## src/shared/srp_pkg.sv

```systemverilog
// shared constants for the security register erase/program link
package srp_pkg;
    // command opcodes
    localparam logic [7:0] SRP_OP_WREN = 8'h06;
    localparam logic [7:0] SRP_OP_RDSR1 = 8'h05;
    localparam logic [7:0] SRP_OP_RDSR2 = 8'h35;
    localparam logic [7:0] SRP_OP_ERASE = 8'h44;
    localparam logic [7:0] SRP_OP_PROG = 8'h42;
    // storage layout
    localparam int SRP_NUM_REGS = 3;
    localparam int SRP_REG_BYTES = 256;
    localparam int SRP_MEM_BYTES = SRP_NUM_REGS * SRP_REG_BYTES;
    localparam logic [7:0] SRP_ERASED = 8'hff;
    // address select field: top byte zero, [11:8] zero, [15:12] = 1..3
    localparam logic [7:0] SRP_ADDR_TOP = 8'h00;
    localparam logic [3:0] SRP_ADDR_MID = 4'h0;
    localparam logic [3:0] SRP_SEL_FIRST = 4'h1;
    localparam logic [3:0] SRP_SEL_LAST = 4'h3;
    // status byte bit positions
    localparam int SRP_SR1_BUSY = 0;
    localparam int SRP_SR1_WEL = 1;
    localparam int SRP_SR2_LOCK_LSB = 3;
    // timing
    localparam int SRP_CLK_PERIOD_NS = 10;
    localparam int SRP_SE_TIME_US = 300;
    localparam int SRP_SE_CYC = SRP_SE_TIME_US * 1000 / SRP_CLK_PERIOD_NS;
    localparam int SRP_PP_TIME_US = 3;
    localparam logic [31:0] SRP_PP_CYC = 32'(SRP_PP_TIME_US * 1000 / SRP_CLK_PERIOD_NS);
    localparam logic [3:0] SRP_SCLK_HALF_LAST = 4'h7;
    // host register map and control fields
    localparam logic [3:0] SRP_REG_CTRL = 4'h0;
    localparam logic [3:0] SRP_REG_ADDR = 4'h4;
    localparam logic [3:0] SRP_REG_DATA = 4'h8;
    localparam logic [3:0] SRP_REG_STAT = 4'hc;
    localparam int SRP_CTRL_ADDR_BIT = 8;
    localparam int SRP_CTRL_DATA_BIT = 9;
    localparam int SRP_CTRL_READ_BIT = 10;
    localparam int SRP_FIFO_WIDTH = 8;
    localparam int SRP_FIFO_DEPTH = 32;
endpackage

```

## src/shared/srp_link_if.sv

```systemverilog
// serial link between host controller and flash device
`timescale 1ns/1ps
interface srp_link_if;
    logic sclk;
    logic csN;
    logic serialDataIn;
    logic serialDataOut;
    logic serialDataOutEn;
    modport host (
        output sclk,
        output csN,
        output serialDataIn,
        input serialDataOut,
        input serialDataOutEn
    );
    modport dev (
        input sclk,
        input csN,
        input serialDataIn,
        output serialDataOut,
        output serialDataOutEn
    );
endinterface

```

## src/rtl/srp_flash_dev.sv

```systemverilog
// flash device end: security register erase and program commands
//
// What this block does
// RL1: three independent 256-byte security registers
// RL2: erase needs write enable latch set
// RL3: erase is 44h plus 24-bit address
// RL4: address field selects register one to three
// RL5: erase only if deselect exactly after address
// RL6: busy held high for erase time
// RL7: status reads still answered while busy
// RL8: erase end clears write enable latch
// RL9: locked register ignores erase
// RL10: locked register ignores program
// RL11: program writes 1 to 256 bytes
// RL12: program needs write enable latch set
// RL13: program is 42h, address, data bytes
// RL14: host keeps select low whole program
// RL15: not recognised in four-wire command mode
// RL16: bits latched on serial clock rising edge
// RL17: program only clears bits, busy during program
`timescale 1ns/1ps
module srp_flash_dev
    import srp_pkg::*;
#(
    parameter int unsigned ERASE_CYC = SRP_SE_CYC
) (
    input wire logic clk_sys,
    input wire logic reset,
    input wire logic ce,
    srp_link_if.dev link,
    input wire logic fourWireMode,
    input wire logic [2:0] lockSet,
    output logic busy,
    output logic write_enable_latch_flag,
    output logic [2:0] lockBits
);
    logic [2:0] sclkS_q;
    logic [2:0] csS_q;
    logic [1:0] diS_q;
    logic [1:0] fwS_q;
    logic sclkRise, sclkFall, csN, csRise, di;
    logic [2:0] bitCnt_q;
    logic [2:0] byteCnt_q;
    logic [7:0] shReg_q;
    logic [7:0] rxByte;
    logic byteDone;
    logic [7:0] cmd_q;
    logic [23:0] addr_q;
    logic [23:0] newAddr;
    logic [7:0] wPtr_q;
    logic progOk_q, dataSeen_q;
    logic busy_q, wel_q;
    logic [2:0] lock_q;
    logic [31:0] opCnt_q;
    logic opErase_q;
    logic [1:0] opIdx_q;
    logic [7:0] mem_q [0:SRP_MEM_BYTES-1];
    logic [7:0] outSh_q;
    logic sdo_q, sdoEn_q;
    logic framed, rdActive, wrenOk, eraseOk, progStart, opDone;
    logic [1:0] selIdx, newIdx;

    // register select decode of a 24-bit address
    // RL4: select field one to three
    function automatic logic addrOk(input logic [23:0] a);
        return a[23:16] == SRP_ADDR_TOP && a[11:8] == SRP_ADDR_MID &&
            a[15:12] >= SRP_SEL_FIRST && a[15:12] <= SRP_SEL_LAST;
    endfunction

    ////////////////////////////////////////////////////////////////////////
    // pin synchronisers, first stage read only by second
    always_ff @(posedge clk_sys) begin
        if (reset) begin
            sclkS_q <= 3'h0;
            csS_q <= 3'h7;
            diS_q <= 2'h0;
            fwS_q <= 2'h0;
        end else if (ce) begin
            sclkS_q <= {sclkS_q[1:0], link.sclk};
            csS_q <= {csS_q[1:0], link.csN};
            diS_q <= {diS_q[0], link.serialDataIn};
            fwS_q <= {fwS_q[0], fourWireMode};
        end
    end

    // edge detection on synchronised pins
    assign sclkRise = sclkS_q[1] & ~sclkS_q[2];
    assign sclkFall = ~sclkS_q[1] & sclkS_q[2];
    assign csN = csS_q[1];
    assign csRise = csS_q[1] & ~csS_q[2];
    assign di = diS_q[1];
    assign rxByte = {shReg_q[6:0], di};
    // RL16: sample on rising edge
    assign byteDone = sclkRise & ~csN & (bitCnt_q == 3'h7);
    assign newAddr = {addr_q[15:0], rxByte};
    assign newIdx = newAddr[13:12] - 2'h1;
    assign selIdx = addr_q[13:12] - 2'h1;

    ////////////////////////////////////////////////////////////////////////
    // bit and byte framing
    always_ff @(posedge clk_sys) begin
        if (reset) begin
            bitCnt_q <= 3'h0;
            byteCnt_q <= 3'h0;
            shReg_q <= 8'h00;
        end else if (ce) begin
            if (csN) begin
                bitCnt_q <= 3'h0;
                byteCnt_q <= 3'h0;
            end else if (sclkRise) begin
                shReg_q <= rxByte;
                bitCnt_q <= bitCnt_q + 3'h1;
                if (byteDone && byteCnt_q != 3'h4) begin
                    byteCnt_q <= byteCnt_q + 3'h1;
                end
            end
        end
    end

    // RL3: opcode then 24-bit address
    always_ff @(posedge clk_sys) begin
        if (reset) begin
            cmd_q <= 8'h00;
            addr_q <= 24'h0;
        end else if (ce && byteDone) begin
            if (byteCnt_q == 3'h0) begin
                cmd_q <= rxByte;
            end else if (byteCnt_q != 3'h4) begin
                addr_q <= newAddr;
            end
        end
    end

    ////////////////////////////////////////////////////////////////////////
    // command acceptance at deselect
    // RL5: deselect on byte boundary only
    assign framed = csRise & (bitCnt_q == 3'h0);
    // RL2: write enable latch gates erase
    // RL9: locked register ignores erase
    // RL15: refused in four-wire mode
    assign eraseOk = framed && cmd_q == SRP_OP_ERASE && byteCnt_q == 3'h4 &&
        !dataSeen_q && wel_q && !busy_q && !fwS_q[1] && addrOk(addr_q) &&
        !lock_q[selIdx];
    assign wrenOk = framed && cmd_q == SRP_OP_WREN && byteCnt_q == 3'h1 && !busy_q;
    assign progStart = csRise && progOk_q && dataSeen_q;
    assign opDone = busy_q && opCnt_q == 32'h1;

    // program permission, fixed once address is complete
    always_ff @(posedge clk_sys) begin
        if (reset) begin
            progOk_q <= 1'b0;
            dataSeen_q <= 1'b0;
            wPtr_q <= 8'h00;
        end else if (ce) begin
            if (csN) begin
                progOk_q <= 1'b0;
                dataSeen_q <= 1'b0;
            end else if (byteDone && byteCnt_q == 3'h3) begin
                // RL12: write enable latch gates program
                // RL10: locked register ignores program
                // RL13: low address byte is start
                progOk_q <= cmd_q == SRP_OP_PROG && wel_q && !busy_q &&
                    !fwS_q[1] && addrOk(newAddr) && !lock_q[newIdx];
                wPtr_q <= rxByte;
            end else if (byteDone && byteCnt_q == 3'h4) begin
                dataSeen_q <= 1'b1;
                wPtr_q <= wPtr_q + 8'h01;
            end
        end
    end

    ////////////////////////////////////////////////////////////////////////
    // RL6: self-timed busy window
    always_ff @(posedge clk_sys) begin
        if (reset) begin
            busy_q <= 1'b0;
            opCnt_q <= 32'h0;
            opErase_q <= 1'b0;
            opIdx_q <= 2'h0;
        end else if (ce) begin
            if (eraseOk) begin
                busy_q <= 1'b1;
                opCnt_q <= ERASE_CYC;
                opErase_q <= 1'b1;
                opIdx_q <= selIdx;
            end else if (progStart) begin
                // RL17: busy for program time
                busy_q <= 1'b1;
                opCnt_q <= SRP_PP_CYC;
                opErase_q <= 1'b0;
            end else if (opDone) begin
                busy_q <= 1'b0;
                opCnt_q <= 32'h0;
            end else if (busy_q) begin
                opCnt_q <= opCnt_q - 32'h1;
            end
        end
    end

    // RL8: latch cleared when operation ends
    always_ff @(posedge clk_sys) begin
        if (reset) begin
            wel_q <= 1'b0;
        end else if (ce) begin
            if (wrenOk) begin
                wel_q <= 1'b1;
            end else if (opDone) begin
                wel_q <= 1'b0;
            end
        end
    end

    // RL9: one-time lock bits only set
    always_ff @(posedge clk_sys) begin
        if (reset) begin
            lock_q <= 3'h0;
        end else if (ce) begin
            lock_q <= lock_q | lockSet;
        end
    end

    ////////////////////////////////////////////////////////////////////////
    // RL1: three registers in one array
    always_ff @(posedge clk_sys) begin
        if (ce) begin
            if (opDone && opErase_q) begin
                for (int i = 0; i < SRP_REG_BYTES; i++) begin
                    mem_q[{opIdx_q, 8'(i)}] <= SRP_ERASED;
                end
            end else if (byteDone && byteCnt_q == 3'h4 && progOk_q) begin
                // RL11: byte pointer wraps in register
                // RL17: programming only clears bits
                mem_q[{selIdx, wPtr_q}] <= mem_q[{selIdx, wPtr_q}] & rxByte;
            end
        end
    end

    ////////////////////////////////////////////////////////////////////////
    // RL7: status reads answered while busy
    assign rdActive = byteCnt_q != 3'h0 &&
        (cmd_q == SRP_OP_RDSR1 || cmd_q == SRP_OP_RDSR2);

    // status shifter, msb out on falling edge
    always_ff @(posedge clk_sys) begin
        if (reset) begin
            outSh_q <= 8'h00;
            sdo_q <= 1'b0;
            sdoEn_q <= 1'b0;
        end else if (ce) begin
            sdoEn_q <= !csN && rdActive;
            if (byteDone) begin
                outSh_q <= 8'h00;
                if ((byteCnt_q == 3'h0 ? rxByte : cmd_q) == SRP_OP_RDSR2) begin
                    outSh_q[SRP_SR2_LOCK_LSB +: 3] <= lock_q;
                end else begin
                    outSh_q[SRP_SR1_BUSY] <= busy_q;
                    outSh_q[SRP_SR1_WEL] <= wel_q;
                end
            end else if (sclkFall && !csN && rdActive) begin
                sdo_q <= outSh_q[7];
                outSh_q <= {outSh_q[6:0], 1'b0};
            end
        end
    end

    // outputs straight from flops
    assign link.serialDataOut = sdo_q;
    assign link.serialDataOutEn = sdoEn_q;
    assign busy = busy_q;
    assign write_enable_latch_flag = wel_q;
    assign lockBits = lock_q;
endmodule // srp_flash_dev

```

## src/flat_wrapper.sv

```systemverilog
// flat-port wrapper written by rule: the top's interface ports become plain ports
module srp_flash_dev_flat import srp_pkg::*;
#(
    parameter int unsigned ERASE_CYC = SRP_SE_CYC
)
  (clk_sys, reset, ce, fourWireMode, lockSet, busy, write_enable_latch_flag, lockBits, link_sclk, link_csN, link_serialDataIn, link_serialDataOut, link_serialDataOutEn);
  srp_link_if link_i ();
  input wire logic clk_sys;
  input wire logic reset;
  input wire logic ce;
  input wire logic fourWireMode;
  input wire logic [2:0] lockSet;
  output logic busy;
  output logic write_enable_latch_flag;
  output logic [2:0] lockBits;
  input wire logic [$bits(link_i.sclk)-1:0] link_sclk;
  input wire logic [$bits(link_i.csN)-1:0] link_csN;
  input wire logic [$bits(link_i.serialDataIn)-1:0] link_serialDataIn;
  output wire logic [$bits(link_i.serialDataOut)-1:0] link_serialDataOut;
  output wire logic [$bits(link_i.serialDataOutEn)-1:0] link_serialDataOutEn;
  assign link_i.sclk = link_sclk;
  assign link_i.csN = link_csN;
  assign link_i.serialDataIn = link_serialDataIn;
  assign link_serialDataOut = link_i.serialDataOut;
  assign link_serialDataOutEn = link_i.serialDataOutEn;
  srp_flash_dev #(.ERASE_CYC(ERASE_CYC)) u_core (.clk_sys(clk_sys), .reset(reset), .ce(ce), .link(link_i), .fourWireMode(fourWireMode), .lockSet(lockSet), .busy(busy), .write_enable_latch_flag(write_enable_latch_flag), .lockBits(lockBits));
endmodule
```

## config.mk

```make
export PLATFORM = sky130hd
export DESIGN_NAME = srp_flash_dev_flat
export DESIGN_NICKNAME = d
export VERILOG_FILES = /design/src/shared/srp_pkg.sv /design/src/shared/srp_link_if.sv /design/src/rtl/srp_flash_dev.sv /design/src/flat_wrapper.sv
export SDC_FILE = /design/constraint.sdc
export NUM_CORES = 1
export LEC_CHECK = 0
export ABC_CLOCK_PERIOD_IN_PS = 3700
export BUFFER_PORTS_ARGS = -buffer_cell sky130_fd_sc_hd__buf_4
export CAP_MARGIN = 20
export CORE_ASPECT_RATIO = 0.6
export CORE_MARGIN = 4
export CORE_UTILIZATION = 62
export DETAILED_ROUTE_END_ITERATION = 10
export GPL_ROUTABILITY_DRIVEN = 0
export MAX_ROUTING_LAYER = met4
export PLACE_DENSITY = 0.8
export SYNTH_ARGS = -nofsm -noshare
export SYNTH_HDL_FRONTEND = slang
export SYNTH_SLANG_ARGS = --single-unit
```

## constraint.sdc

```tcl
create_clock -name clk_sys -period 3.7 [get_ports clk_sys]
set_clock_uncertainty 0.2 [all_clocks]
set_input_delay 0.37 -clock clk_sys [delete_from_list [all_inputs] [get_ports clk_sys]]
set_output_delay 0.37 -clock clk_sys [all_outputs]
set_load 0.01 [all_outputs]
```

Word level (Yosys, flattened, before mapping)
Index checks and enable logic that the tools add are counted.
- bitwise logic cells: 13
- multiplexer cells: 27
- equal/unequal tests: 13
- shift operators: 0
- reduce and logical (&&, ||, !) cells: 66
- divide/modulo/power cells: 0
- $lt $le $gt $ge: 6
- add/sub/neg operators: 5
- multiply operators: 0
- operator list (operator ; count):
    2-to-1 mux 32 bit ; 4
    logical AND 1 bit ; 33
    == test 32 x 1 -> 1 bit (second input constant) ; 1
    subtractor 32 x 1 -> 32 bit (second input constant) ; 1
    2-to-1 mux 8 bit ; 3
    2-to-1 mux 3 bit ; 6
    == test 8 x 3 -> 1 bit (second input constant) ; 2
    == test 8 x 6 -> 1 bit (second input constant) ; 2
    == test 8 x 7 -> 1 bit (second input constant) ; 2
    zero test 8 bit ; 2
    AND reduction 3 bit ; 5
    AND reduction 2 bit ; 6
    nonzero test 2 bit ; 6
    2-to-1 mux 1 bit ; 11
    greater-or-equal comparator 4 x 1 -> 1 bit (second input constant) ; 2
    less-or-equal comparator 4 x 2 -> 1 bit (second input constant) ; 2
    zero test 4 bit ; 2
    adder 3 x 1 -> 3 bit (second input constant) ; 2
    AND 1 bit ; 6
    == test 3 bit (second input constant) ; 2
    zero test 1 bit ; 6
    zero test 3 bit ; 2
    less-than comparator 2 x 3 -> 1 bit (second input constant) ; 2
    inverter 1 bit ; 6
    11 further kinds ; 14
- output and inout port bits: 7
- input bits: 10
- ROM bits: 0
- memory bits (writable): 0
- flip-flop bits (word level): 104
- memories: 0
- bits in latches: 0

Longest topological paths before layout
Gate-level depths: netlist of run 1.
- depth after elaboration: 13
- mapped depth: 10
- mapped depth without buffers: 8

Least setup slack after synthesis of run 1
Ideal clock, no wire load.
- path type: reg2reg
- start: register u_core.dataSeen_q
- end: register u_core.opCnt_q[27]
- setup slack: 883 ps
- clock period less this slack: 2817 ps
- stages on the path, launching flop included: 9
- arrival: 2487 ps
- cell sequence: dfxtp_1 -> or4_1 -> or4_4 -> a2111oi_4 -> or3_1 -> buf_4 -> a21o_2 -> buf_2 -> a21oi_1
- longest elaborated chain between the ends: 9
- elaborated cells on any way between the ends: 12
- classes of those cells: 2 x mux; 10 x reduce/logical
- RTL lines (item ; RTL line ; source):
    start, declared ; srp_flash_dev.sv:51 ; logic progOk_q, dataSeen_q;
    start signal, assigned ; srp_flash_dev.sv:152 ; dataSeen_q <= 1'b0;
    start signal, assigned ; srp_flash_dev.sv:157 ; dataSeen_q <= 1'b0;
    start signal, assigned ; srp_flash_dev.sv:166 ; dataSeen_q <= 1'b1;
    zero test 1 bit ; srp_flash_dev.sv:142 ; !dataSeen_q && wel_q && !busy_q && !fwS_q[1] && addrOk(addr_q) &&
    logical AND 1 bit ; srp_flash_dev.sv:141 ; assign eraseOk = framed && cmd_q == SRP_OP_ERASE && byteCnt_q == 3'h4 &&
    logical AND 1 bit (5 in series) ; srp_flash_dev.sv:142 ;
    nonzero test 4 bit (no line) ; -- ;
    AND reduction 2 bit (no line) ; -- ;
    end signal, assigned ; srp_flash_dev.sv:195 ; opCnt_q <= opCnt_q - 32'h1;
    end, declared ; srp_flash_dev.sv:54 ; logic [31:0] opCnt_q;
Parallel ways exist; a longest one is shown, timed or not.
A chain may end at the register's enable or synchronous reset.

Worst setup path after layout of run 1
- start: register u_core.opCnt_q[21]
- end: register u_core.opCnt_q[18]
- longest elaborated chain between the ends: 5
- elaborated cells on any way between the ends: 7
- classes of those cells: 1 x eq/ne; 3 x mux; 3 x reduce/logical
- RTL lines (item ; RTL line ; source):
    == test 32 x 1 -> 1 bit (*) ; srp_flash_dev.sv:146 ; assign opDone = busy_q && opCnt_q == 32'h1;
    logical AND 1 bit (*) ; srp_flash_dev.sv:146 ;
    2-to-1 mux 32 bit ; srp_flash_dev.sv:191 ; end else if (opDone) begin
    2-to-1 mux 32 bit ; srp_flash_dev.sv:186 ; end else if (progStart) begin
    2-to-1 mux 32 bit ; srp_flash_dev.sv:181 ; if (eraseOk) begin
Mark *: on every way between the ends. The rest lies on a longest branch, timed or not.

==> qor.txt, run 1 <==
Worst Path Arrival - 3.34 ns
Fin Setup TNS - 0 ns
H-tree levels - 3
Skew-Pair Late Insertion Delay - 0.35 ns
crit path time final - 3.30 ns
count of final max-slew check failures - 0
IO buf count - 16
EDFF count, synth - 0
Synth Cell Area - 0.00497 mm2
nets - 623
layout cells sized above 1 - 10.4%
Max rail drop VDD - 0.316 mV
Synth Net Count - 619
ranking of synthesized cells by area - dfxtp_1 42%, nand2_1 7.0%, a21oi_1 6.1%
RSZ-0062 raised after global routing - false
Tcrit/Tclk final - 89.2%
hold slack - 0.0346 ns
leakage - 2.02 nW
WL met2 - 4900 um
CTS Buf Count - 9
Antenna Nets Post-Route - 0
Die Wd - 124 um
Overflow after GRT - 0
Top Family by Delay on Critical Path - simple AND/OR/NAND/NOR gates
dominant cell type by area after synthesis - dfxtp_1
relative slew slack - 40.7%
status - complete, no violations
share of the synthesized area in the top cell type - 41.9%
Buf/Inv on CP - 1
#FFs+latches synth - 104
Tot GR Track Use - 28.0%
critical-path cell list - or4_4 > or4_1 > nor4_4 > o41ai_2 > buf_2 > nor2b_1 > a221o_1
Finish-stage setup viols - 0
predominant post-synthesis flop cell - dfxtp_1
Die ar. - 0.00955 mm2
Post-synth ARST share - 0%
# Post-CTS Setup Buffers - 0
ant diodes - 0
Worst Setup Start Kind - flip-flop
Placed Instances - 692
critical path capture point type - flip-flop
WS Path Type - reg -> reg
met3 wire length - 1590 um
I/O Pins - 17
DRT Pass-1 Iters - 5
fmax - 303 MHz
CTS root buf - clkbuf_16
CTS tree - built
first-pass GRT wire length - 20,700 um
worst min path class - in -> reg
CTS Sinks - 104
crit-path max FO - 7
max-cap viol count - 0
register area share after synthesis - 41.9%
FP Rows - 24
total routed wirelength - 12,600 um
number of global-route vias before repair - 4,059
Wirelength per Cell - 17.8 um
# hold bufs at CTS - 0
count of cells resized by post-cts repair - 0
met1 WL - 5980 um
Critical Path RT - 3.73 ns
Die Y - 77.3 um
slowest CP cell - or4_1
synthesis-to-finish area growth - 9.17%
top cells by count, synth - 104 x dfxtp_1, 93 x nand2_1, 61 x a21oi_1, 59 x nor2_1, 25 x clkbuf_1
FF/Latch Area - 0.00208 mm2
cell with the most instances after synthesis - dfxtp_1
Remaining DRCs - 0
Detailed Route Iter0 Violations - 660
Slowest Stage Delay on Critical Path - 0.61 ns
number of synthesis warnings - 0
Distinct cells, synth - 64
Clock Path Buffers - 2
Multi-input gate area - 0.00268 mm2
dpl hpwl - 8910 um
initial antenna violation count - 0
Slew @ Worst Pin - 0.889 ns
initial core utilization - 66.2%
top routing layer in use - met4
post-route insts no fill - 709
clk slew on worst S/H paths - 0.07 ns
largest net degree at the start of global routing - 89
Post-Syn Instances - 596
via count - 4,504
Fillers - 579
placeable core region - 0.00751 mm2
via-per-instance ratio - 6.35
Pwr per Cell Area - 382 mW/mm2
Fin. Hold Viols - 0
Synth Area per Inst - 8.33 um2
[routing by layer]
layer | vias to the layer above | GRT usage (%)
li1 | 2130 | -
met3 | 22 | 8.75
met5 | - | -
met1 | 2104 | 43.3
met2 | 248 | 35.3
met4 | 0 | 5.08
[final cells by class]
class / count / share of cell area (%)
Clock buffer: 12 / 4.55
Sequential cell: 104 / 38.4
Inverter: 15 / 1.04
Clock inverter: 4 / 0.369
Timing Repair Buffer: 28 / 3.83
Multi-Input combinational cell: 442 / 49.4
Tap cell: 104 / 2.40
[report_power, final]
group / leakage, nW / total, mW / internal [mW] / switching (mW)
clock: 0.136 / 0.871 / 0.471 / 0.401
sequential: 0.840 / 1.13 / 1.13 / 0.00822
combinational: 1.04 / 0.0625 / 0.0217 / 0.0407
total: 2.02 / 2.07 / 1.62 / 0.450
[kinds of logic after synthesis]
| group | count (synthesis) | share of synthesized area (%) |
|---|---|---|
| AOI/OAI and AO/OA | 118 | 14.9 |
| xor gates and xnor gates | 1 | 0.176 |
| adders and majority gates | 13 | 3.28 |
| buffers and inverters | 50 | 4.26 |
| DFF | 104 | 41.9 |
| muxes | 26 | 5.29 |
| and+or+nand+nor | 284 | 30.1 |
[worst register-to-register path: cells and delay by family, from the launching register on]
family	cells	cell delay, ns
AND/OR/NAND/NOR	4	1.80
AO/OA/AOI/OAI	2	0.60
flip-flops	1	0.36
buffers and inverters	1	0.23
[stage by stage]
| step | area [um2] | worst slack [ns] | utilization (%) | total power [mW] |
|---|---|---|---|---|
| floorplan | 4970 | 0.883 | - | 1.20 |
| detailed placement | 5150 | 0.507 | 68.6 | 1.22 |
| global route | 5420 | 0.306 | 72.2 | 2.14 |
| finish | 5420 | 0.398 | 72.2 | 2.07 |
| CTS | 5420 | 0.498 | 72.2 | 2.08 |
| global placement | 5150 | 0.614 | 68.6 | 1.22 |
[flip-flops by register name, summed over array words and instances (netlist names)]
signal / flops
u_core.dataSeen_q: 1
u_core.fwS_q: 2
u_core.link.serialDataOut: 1
u_core.write_enable_latch_flag: 1
u_core.link.serialDataOutEn: 1
u_core.csS_q: 3
u_core.byteCnt_q: 3
u_core.bitCnt_q: 3
u_core.progOk_q: 1
u_core.sclkS_q: 3
u_core.outSh_q: 8
u_core.lockBits: 3
u_core.cmd_q: 8
u_core.busy: 1
u_core.addr_q: 24
u_core.diS_q: 2
u_core.opCnt_q: 32
u_core.shReg_q: 7
[layout by cell type (no fill, tap or decap), types with 14 or more instances in the layout]
master,instances
a21oi_1,61
buf_4,27
dfxtp_1,104
inv_1,15
mux2i_1,24
nand2_1,93
nand3_1,17
nor2_1,59
nor3_1,14
o21ai_0,14
or3_1,18
[final timing paths]
check / from / end / slack [ns] / cells past startpoint
hold / removal: link_csN / u_core.csS_q[0] / 0.03 / 2
setup reg to reg: u_core.opCnt_q[21] / u_core.opCnt_q[18] / 0.40 / 7
setup / recovery: u_core.opCnt_q[21] / u_core.opCnt_q[18] / 0.40 / 7
hold reg to reg: u_core.link.serialDataOut / u_core.link.serialDataOut / 0.26 / 2
Power figures use the tool's default switching activity.
==> run 2: changes to the inputs <==
--- a/config.mk
+++ b/config.mk
@@ -14,7 +14,7 @@
 export DETAILED_ROUTE_END_ITERATION = 10
 export GPL_ROUTABILITY_DRIVEN = 0
 export MAX_ROUTING_LAYER = met4
-export PLACE_DENSITY = 0.8
+export PLACE_DENSITY_LB_ADDON = 0.08
 export SYNTH_ARGS = -nofsm -noshare
 export SYNTH_HDL_FRONTEND = slang
 export SYNTH_SLANG_ARGS = --single-unit
==> run 2 against run 1 <==
Net effect: first-iteration DRC count increased by 6.5%; non-clock buffer count fell by 3; count of clock-buffer cells in the layout decreased by 2; critical path depth down 1; hold slack gained 0.0032 ns; die area is the same; critical path type unchanged; largest cell class unchanged.
==> qor.txt, run 2 (same netlist as run 1, synthesis figures left out) <==
status - complete, no violations
relative slew slack - 39.2% (-1.6 points)
placeable core region - 0.00751 mm2 (unchanged)
largest net degree at the start of global routing - 89 (unchanged)
via count - 4,595 (+2.0%)
Worst Setup Start Kind - flip-flop
total routed wirelength - 13,200 um (+4.9%)
# hold bufs at CTS - 0 (unchanged)
I/O Pins - 17 (unchanged)
Wirelength per Cell - 18.7 um (+5.3%)
Tcrit/Tclk final - 87.7% (-1.5 points)
dpl hpwl - 9170 um (+2.9%)
WS Path Type - reg -> reg
total power - 2.17 mW (+5.0%)
ant diodes - 0 (unchanged)
reg-to-reg endpoint - u_core.opCnt_q[6]
R2R cell count - 6 (-1)
fmax - 308 MHz (+1.7%)
Skew-Pair Late Insertion Delay - 0.36 ns (about the same)
Remaining DRCs - 0 (unchanged)
Slew @ Worst Pin - 0.913 ns (+0.0234 ns)
Fin Setup TNS - 0 ns (unchanged)
Overflow after GRT - 0 (unchanged)
max-cap viol count - 0 (unchanged)
Finished Core Util - 72.4% (+0.22 points)
Pwr per Cell Area - 400 mW/mm2 (+4.7%)
Top reg by flops - u_core.opCnt_q
max FFs per register - 32 (unchanged)
Placed Instances - 689 (-0.43%)
RSZ-0062 raised after global routing - false
worst setup path start - u_core.dataSeen_q
r2r setup slk - 0.45 ns (+0.06 ns)
Max rail drop VDD - 0.295 mV (-6.6%)
Hold Path Sink - u_core.csS_q[0]
Detailed Route Iter0 Violations - 703 (+6.5%)
post-route insts no fill - 706 (-0.42%)
Antenna Nets Post-Route - 0 (unchanged)
CTS Buf Count - 9 (unchanged)
synthesis-to-finish area growth - 9.50%
most frequent cells in the layout - 104 x dfxtp_1, 93 x nand2_1, 61 x a21oi_1
Finish-stage setup viols - 0 (unchanged)
initial antenna violation count - 0 (unchanged)
final worst slack - 0.454 ns (+0.0558 ns)
initial core utilization - 66.2% (unchanged)
H-tree levels - 3 (unchanged)
critical path capture point type - flip-flop
count of cells resized by post-cts repair - 0 (unchanged)
largest registers - u_core.opCnt_q: 32 flops, u_core.addr_q: 24 flops
Clock Path Buffers - 2 (unchanged)
Worst Path Arrival - 3.27 ns (-0.07 ns)
CTS root buf - clkbuf_16
leading cell type in the layout, fill and taps excluded - dfxtp_1
DRT Pass-1 Iters - 6 (+1)
leakage - 2.02 nW (about the same)
first-pass GRT wire length - 21,200 um (+2.3%)
Reg2Reg Launch Point - u_core.dataSeen_q
# Post-CTS Setup Buffers - 0 (unchanged)
via-per-instance ratio - 6.51 (+2.5%)
Die ar. - 0.00955 mm2 (unchanged)
number of global-route vias before repair - 4,055 (-0.099%)
dpl cell area - 0.00513 mm2 (-0.44%)
Place WS - 0.486 ns (-0.0216 ns)
nets - 620 (-0.48%)
hold slack - 0.0378 ns (+0.00323 ns)
crit-path max FO - 15 (+8)
Die Y - 77.3 um (unchanged)
Die Wd - 124 um (unchanged)
Critical Path RT - 3.72 ns (about the same)
CTS tree - built
FP Rows - 24 (unchanged)
crit path time final - 3.25 ns (-0.0558 ns)
worst min path class - in -> reg
layout cells sized above 1 - 10.1% (-0.28 points)
Tot GR Track Use - 29.2% (+1.2 points)
IO buf count - 16 (unchanged)
CTS Sinks - 104 (unchanged)
clk slew on worst S/H paths - 0.07 ns (about the same)
Hold Startpoint - link_csN
count of final max-slew check failures - 0 (unchanged)
worst hold path depth - 2 (unchanged)
design area - 0.00544 mm2 (+0.30%)
Fin. Hold Viols - 0 (unchanged)
## run 2: cell types whose count changed in the layout (fill, tap and decap cells not counted)
cell | previous run | this run
buf_2 | 1 | 0
clkbuf_8 | 1 | 0
clkinv_2 | 4 | 0
buf_4 | 27 | 25
clkbuf_1 | 2 | 1
inv_6 | 0 | 3
bufinv_16 | 0 | 1
clkinv_4 | 0 | 2
## run 2: worst max path at each step
stage                          to  slack [ns]  cells past startpoint
2_1_floorplan  u_core.opCnt_q[27]        0.88                      8
3_3_place_gp   u_core.opCnt_q[18]        0.62                      6
3_5_place_dp    u_core.opCnt_q[0]        0.49                      8
4_1_cts         u_core.opCnt_q[0]        0.48                      8
5_1_grt         u_core.opCnt_q[6]        0.33                      6
6_report        u_core.opCnt_q[6]        0.45                      6
## run 2: worst max-delay path: stages, from the launching register on
cell and delay [ns]:
dfxtp_1 0.33, or4_1 0.52, or4_4 0.56, a2111oi_4 0.54, or3_1 0.44, a21o_2 0.41, nor2_1 0.12
## run 2: report_power, final
part | switching, mW | leakage [nW] | internal (mW)
clock | 0.439 | 0.148 | 0.535
combinational | 0.0417 | 1.03 | 0.0217
sequential | 0.00925 | 0.840 | 1.13
## run 2: layout make-up
cell class              instances  area, um2
well taps                     104        130
multi-input cells             442       2680
clock inverters                 6       73.8
repair buffers                 25        188
flip-flops and latches        104       2080
clock buffers                  10        229
fillers                       606       2070
inverters                      15       56.3
## run 2: metal layers
layer  up-vias  wire [um]  global-route usage [%]
li1       2145          -                       -
met1      2148       5960                    43.4
met2       276       5330                    37.5
met3        26       1720                    9.26
met4         0        196                    8.07
met5         -          0                       -
==> run 3: changes to the inputs <==
--- a/config.mk
+++ b/config.mk
@@ -10,7 +10,7 @@
 export CAP_MARGIN = 20
 export CORE_ASPECT_RATIO = 0.6
 export CORE_MARGIN = 4
-export CORE_UTILIZATION = 62
+export CORE_UTILIZATION = 57
 export DETAILED_ROUTE_END_ITERATION = 10
 export GPL_ROUTABILITY_DRIVEN = 0
 export MAX_ROUTING_LAYER = met4
==> run 3 against run 2 <==
Net effect: flip-flop and latch count unchanged; sequential share of layout area about the same; sequential power about the same; non-clock buffer count unchanged; critical endpoint is now u_core.opCnt_q[18]; hold slack worse by 0.0085 ns; utilization down 8.4 points; design area about the same; maximum frequency down 0.73%; register-to-register slack worse by 0.02 ns.
==> qor.txt, run 3 (same netlist as run 1, synthesis figures left out) <==
Die ar. - 0.0103 mm2 (+8.0%)
Die Y - 80.3 um (+3.8%)
Critical Path RT - 3.74 ns (+0.02 ns)
Die Wd - 129 um (+4.0%)
Fillers - 737 (+22%)
Max rail drop VDD - 0.247 mV (-16%)
count of cells resized by post-cts repair - 0 (unchanged)
I/O Pins - 17 (unchanged)
Fin. Hold Viols - 0 (unchanged)
via-per-instance ratio - 6.17 (-5.2%)
leading cell type in the layout, fill and taps excluded - dfxtp_1
Tcrit/Tclk final - 88.4% (+0.64 points)
H-tree levels - 3 (unchanged)
Hold Path Sink - u_core.csS_q[0]
RSZ-0062 raised after global routing - false
CTS Sinks - 104 (unchanged)
r2r setup slk - 0.43 ns (-0.02 ns)
most frequent cells in the layout - 104 x dfxtp_1, 93 x nand2_1, 61 x a21oi_1
Antenna Nets Post-Route - 0 (unchanged)
worst setup path start - u_core.dataSeen_q
layout cells sized above 1 - 10.1% (unchanged)
Slew @ Worst Pin - 0.896 ns (-0.0163 ns)
Fin Setup TNS - 0 ns (unchanged)
top routing layer in use - met4
R2R cell count - 7 (+1)
Placed Instances - 698 (+1.3%)
Worst Setup Start Kind - flip-flop
Skew-Pair Late Insertion Delay - 0.35 ns (about the same)
post-route insts no fill - 714 (+1.1%)
WS Path Type - reg -> reg
Tot GR Track Use - 25.8% (-3.4 points)
largest registers - u_core.opCnt_q: 32 flops, u_core.addr_q: 24 flops
Reg2Reg Launch Point - u_core.dataSeen_q
worst hold path depth - 2 (unchanged)
leakage - 2.01 nW (-0.49%)
count of final max-slew check failures - 0 (unchanged)
via count - 4,404 (-4.2%)
crit-path max FO - 10 (-5)
Multi-input gate area - 0.00268 mm2 (unchanged)
FP Rows - 26 (+8.3%)
Pwr per Cell Area - 392 mW/mm2 (-1.8%)
dpl hpwl - 8720 um (-4.9%)
Remaining DRCs - 0 (unchanged)
reg-to-reg endpoint - u_core.opCnt_q[18]
status - complete, no violations
synthesis-to-finish area growth - 9.42% (about the same)
Finished Core Util - 64.0% (-8.4 points)
crit path time final - 3.27 ns (+0.0238 ns)
Place WS - 0.485 ns (-0.00114 ns)
largest net degree at the start of global routing - 89 (unchanged)
ant diodes - 0 (unchanged)
Detailed Route Iter0 Violations - 568 (-19%)
CTS tree - built
met1 WL - 6460 um (+8.4%)
critical-path cell list - or4_1 > or4_4 > a2111oi_4 > o41ai_2 > buf_4 > nor2b_1 > a221o_1
first-pass GRT wire length - 20,600 um (-2.9%)
relative slew slack - 40.3% (+1.1 points)
placeable core region - 0.00849 mm2 (+13%)
Finish-stage setup viols - 0 (unchanged)
Overflow after GRT - 0 (unchanged)
WL met2 - 4880 um (-8.4%)
initial core utilization - 58.5% (-7.7 points)
Top reg by flops - u_core.opCnt_q
slowest CP cell - a2111oi_4
FF/Latch Area - 0.00208 mm2 (unchanged)
clk slew on worst S/H paths - 0.07 ns (about the same)
number of global-route vias before repair - 3,977 (-1.9%)
fmax - 306 MHz (-0.73%)
Clock Path Buffers - 2 (unchanged)
max-cap viol count - 0 (unchanged)
met3 wire length - 974 um (-43%)
DRT Pass-1 Iters - 5 (-1)
total routed wirelength - 12,400 um (-6.0%)
max FFs per register - 32 (unchanged)
Hold Startpoint - link_csN
Slowest Stage Delay on Critical Path - 0.57 ns (about the same)
Worst Path Arrival - 3.31 ns (+0.04 ns)
IO buf count - 16 (unchanged)
critical path capture point type - flip-flop
CTS Buf Count - 9 (unchanged)
worst min path class - in -> reg
Wirelength per Cell - 17.4 um (-7.0%)
CTS root buf - clkbuf_16
# Post-CTS Setup Buffers - 0 (unchanged)
final worst slack - 0.430 ns (-0.0238 ns)
initial antenna violation count - 0 (unchanged)
# hold bufs at CTS - 0 (unchanged)
nets - 620 (unchanged)
run 3: changes by cell type in the layout (fill, tap and decap cells not counted), sizes merged:
cell,previous run,this run
clkinvlp,0,2
clkinv,2,3
inv,18,15
run 3: per-stage QoR:
stage	instance area, um2	total power, mW	hold WS [ns]
after floorplan	4970	1.20	0.231
after global placement	5140	1.22	0.239
after detailed placement	5140	1.22	0.245
after CTS	5430	2.14	0.0243
after global routing	5430	2.20	0.0239
final	5430	2.13	0.0293
run 3: how the worst max path moves through the flow:
stage,endpoint
2_1_floorplan,u_core.opCnt_q[27]
3_3_place_gp,u_core.opCnt_q[18]
3_5_place_dp,u_core.opCnt_q[18]
4_1_cts,u_core.opCnt_q[18]
5_1_grt,u_core.opCnt_q[18]
6_report,u_core.opCnt_q[18]
run 3: final cells by class:
class,instances,area share [%]
flip-flops and latches,104,38.3
multi-input cells,442,49.3
clock buffers,10,4.21
well taps,112,2.58
clock inverters,6,1.11
inverters,15,1.04
repair buffers,25,3.45
run 3: power by group:
| part | total, mW | internal [mW] | switching, mW | leakage (nW) |
|---|---|---|---|---|
| Clock | 0.935 | 0.521 | 0.414 | 0.138 |
| Sequential | 1.13 | 1.13 | 0.00748 | 0.840 |
| Combinational | 0.0625 | 0.0218 | 0.0408 | 1.03 |
run 3: worst max-delay path, delay by kind of cell (launching register included):
family | cells | cell delay, ns
AND/OR/NAND/NOR | 3 | 1.23
AO/OA/AOI/OAI | 3 | 1.17
flip-flops | 1 | 0.33
buffers and inverters | 1 | 0.23
run 3: routing by layer:
layer | GRT usage [%] | vias up
met2 | 34.0 | 164
li1 | - | 2120
met5 | - | -
met4 | 5.77 | 0
met1 | 40.0 | 2111
met3 | 5.05 | 9
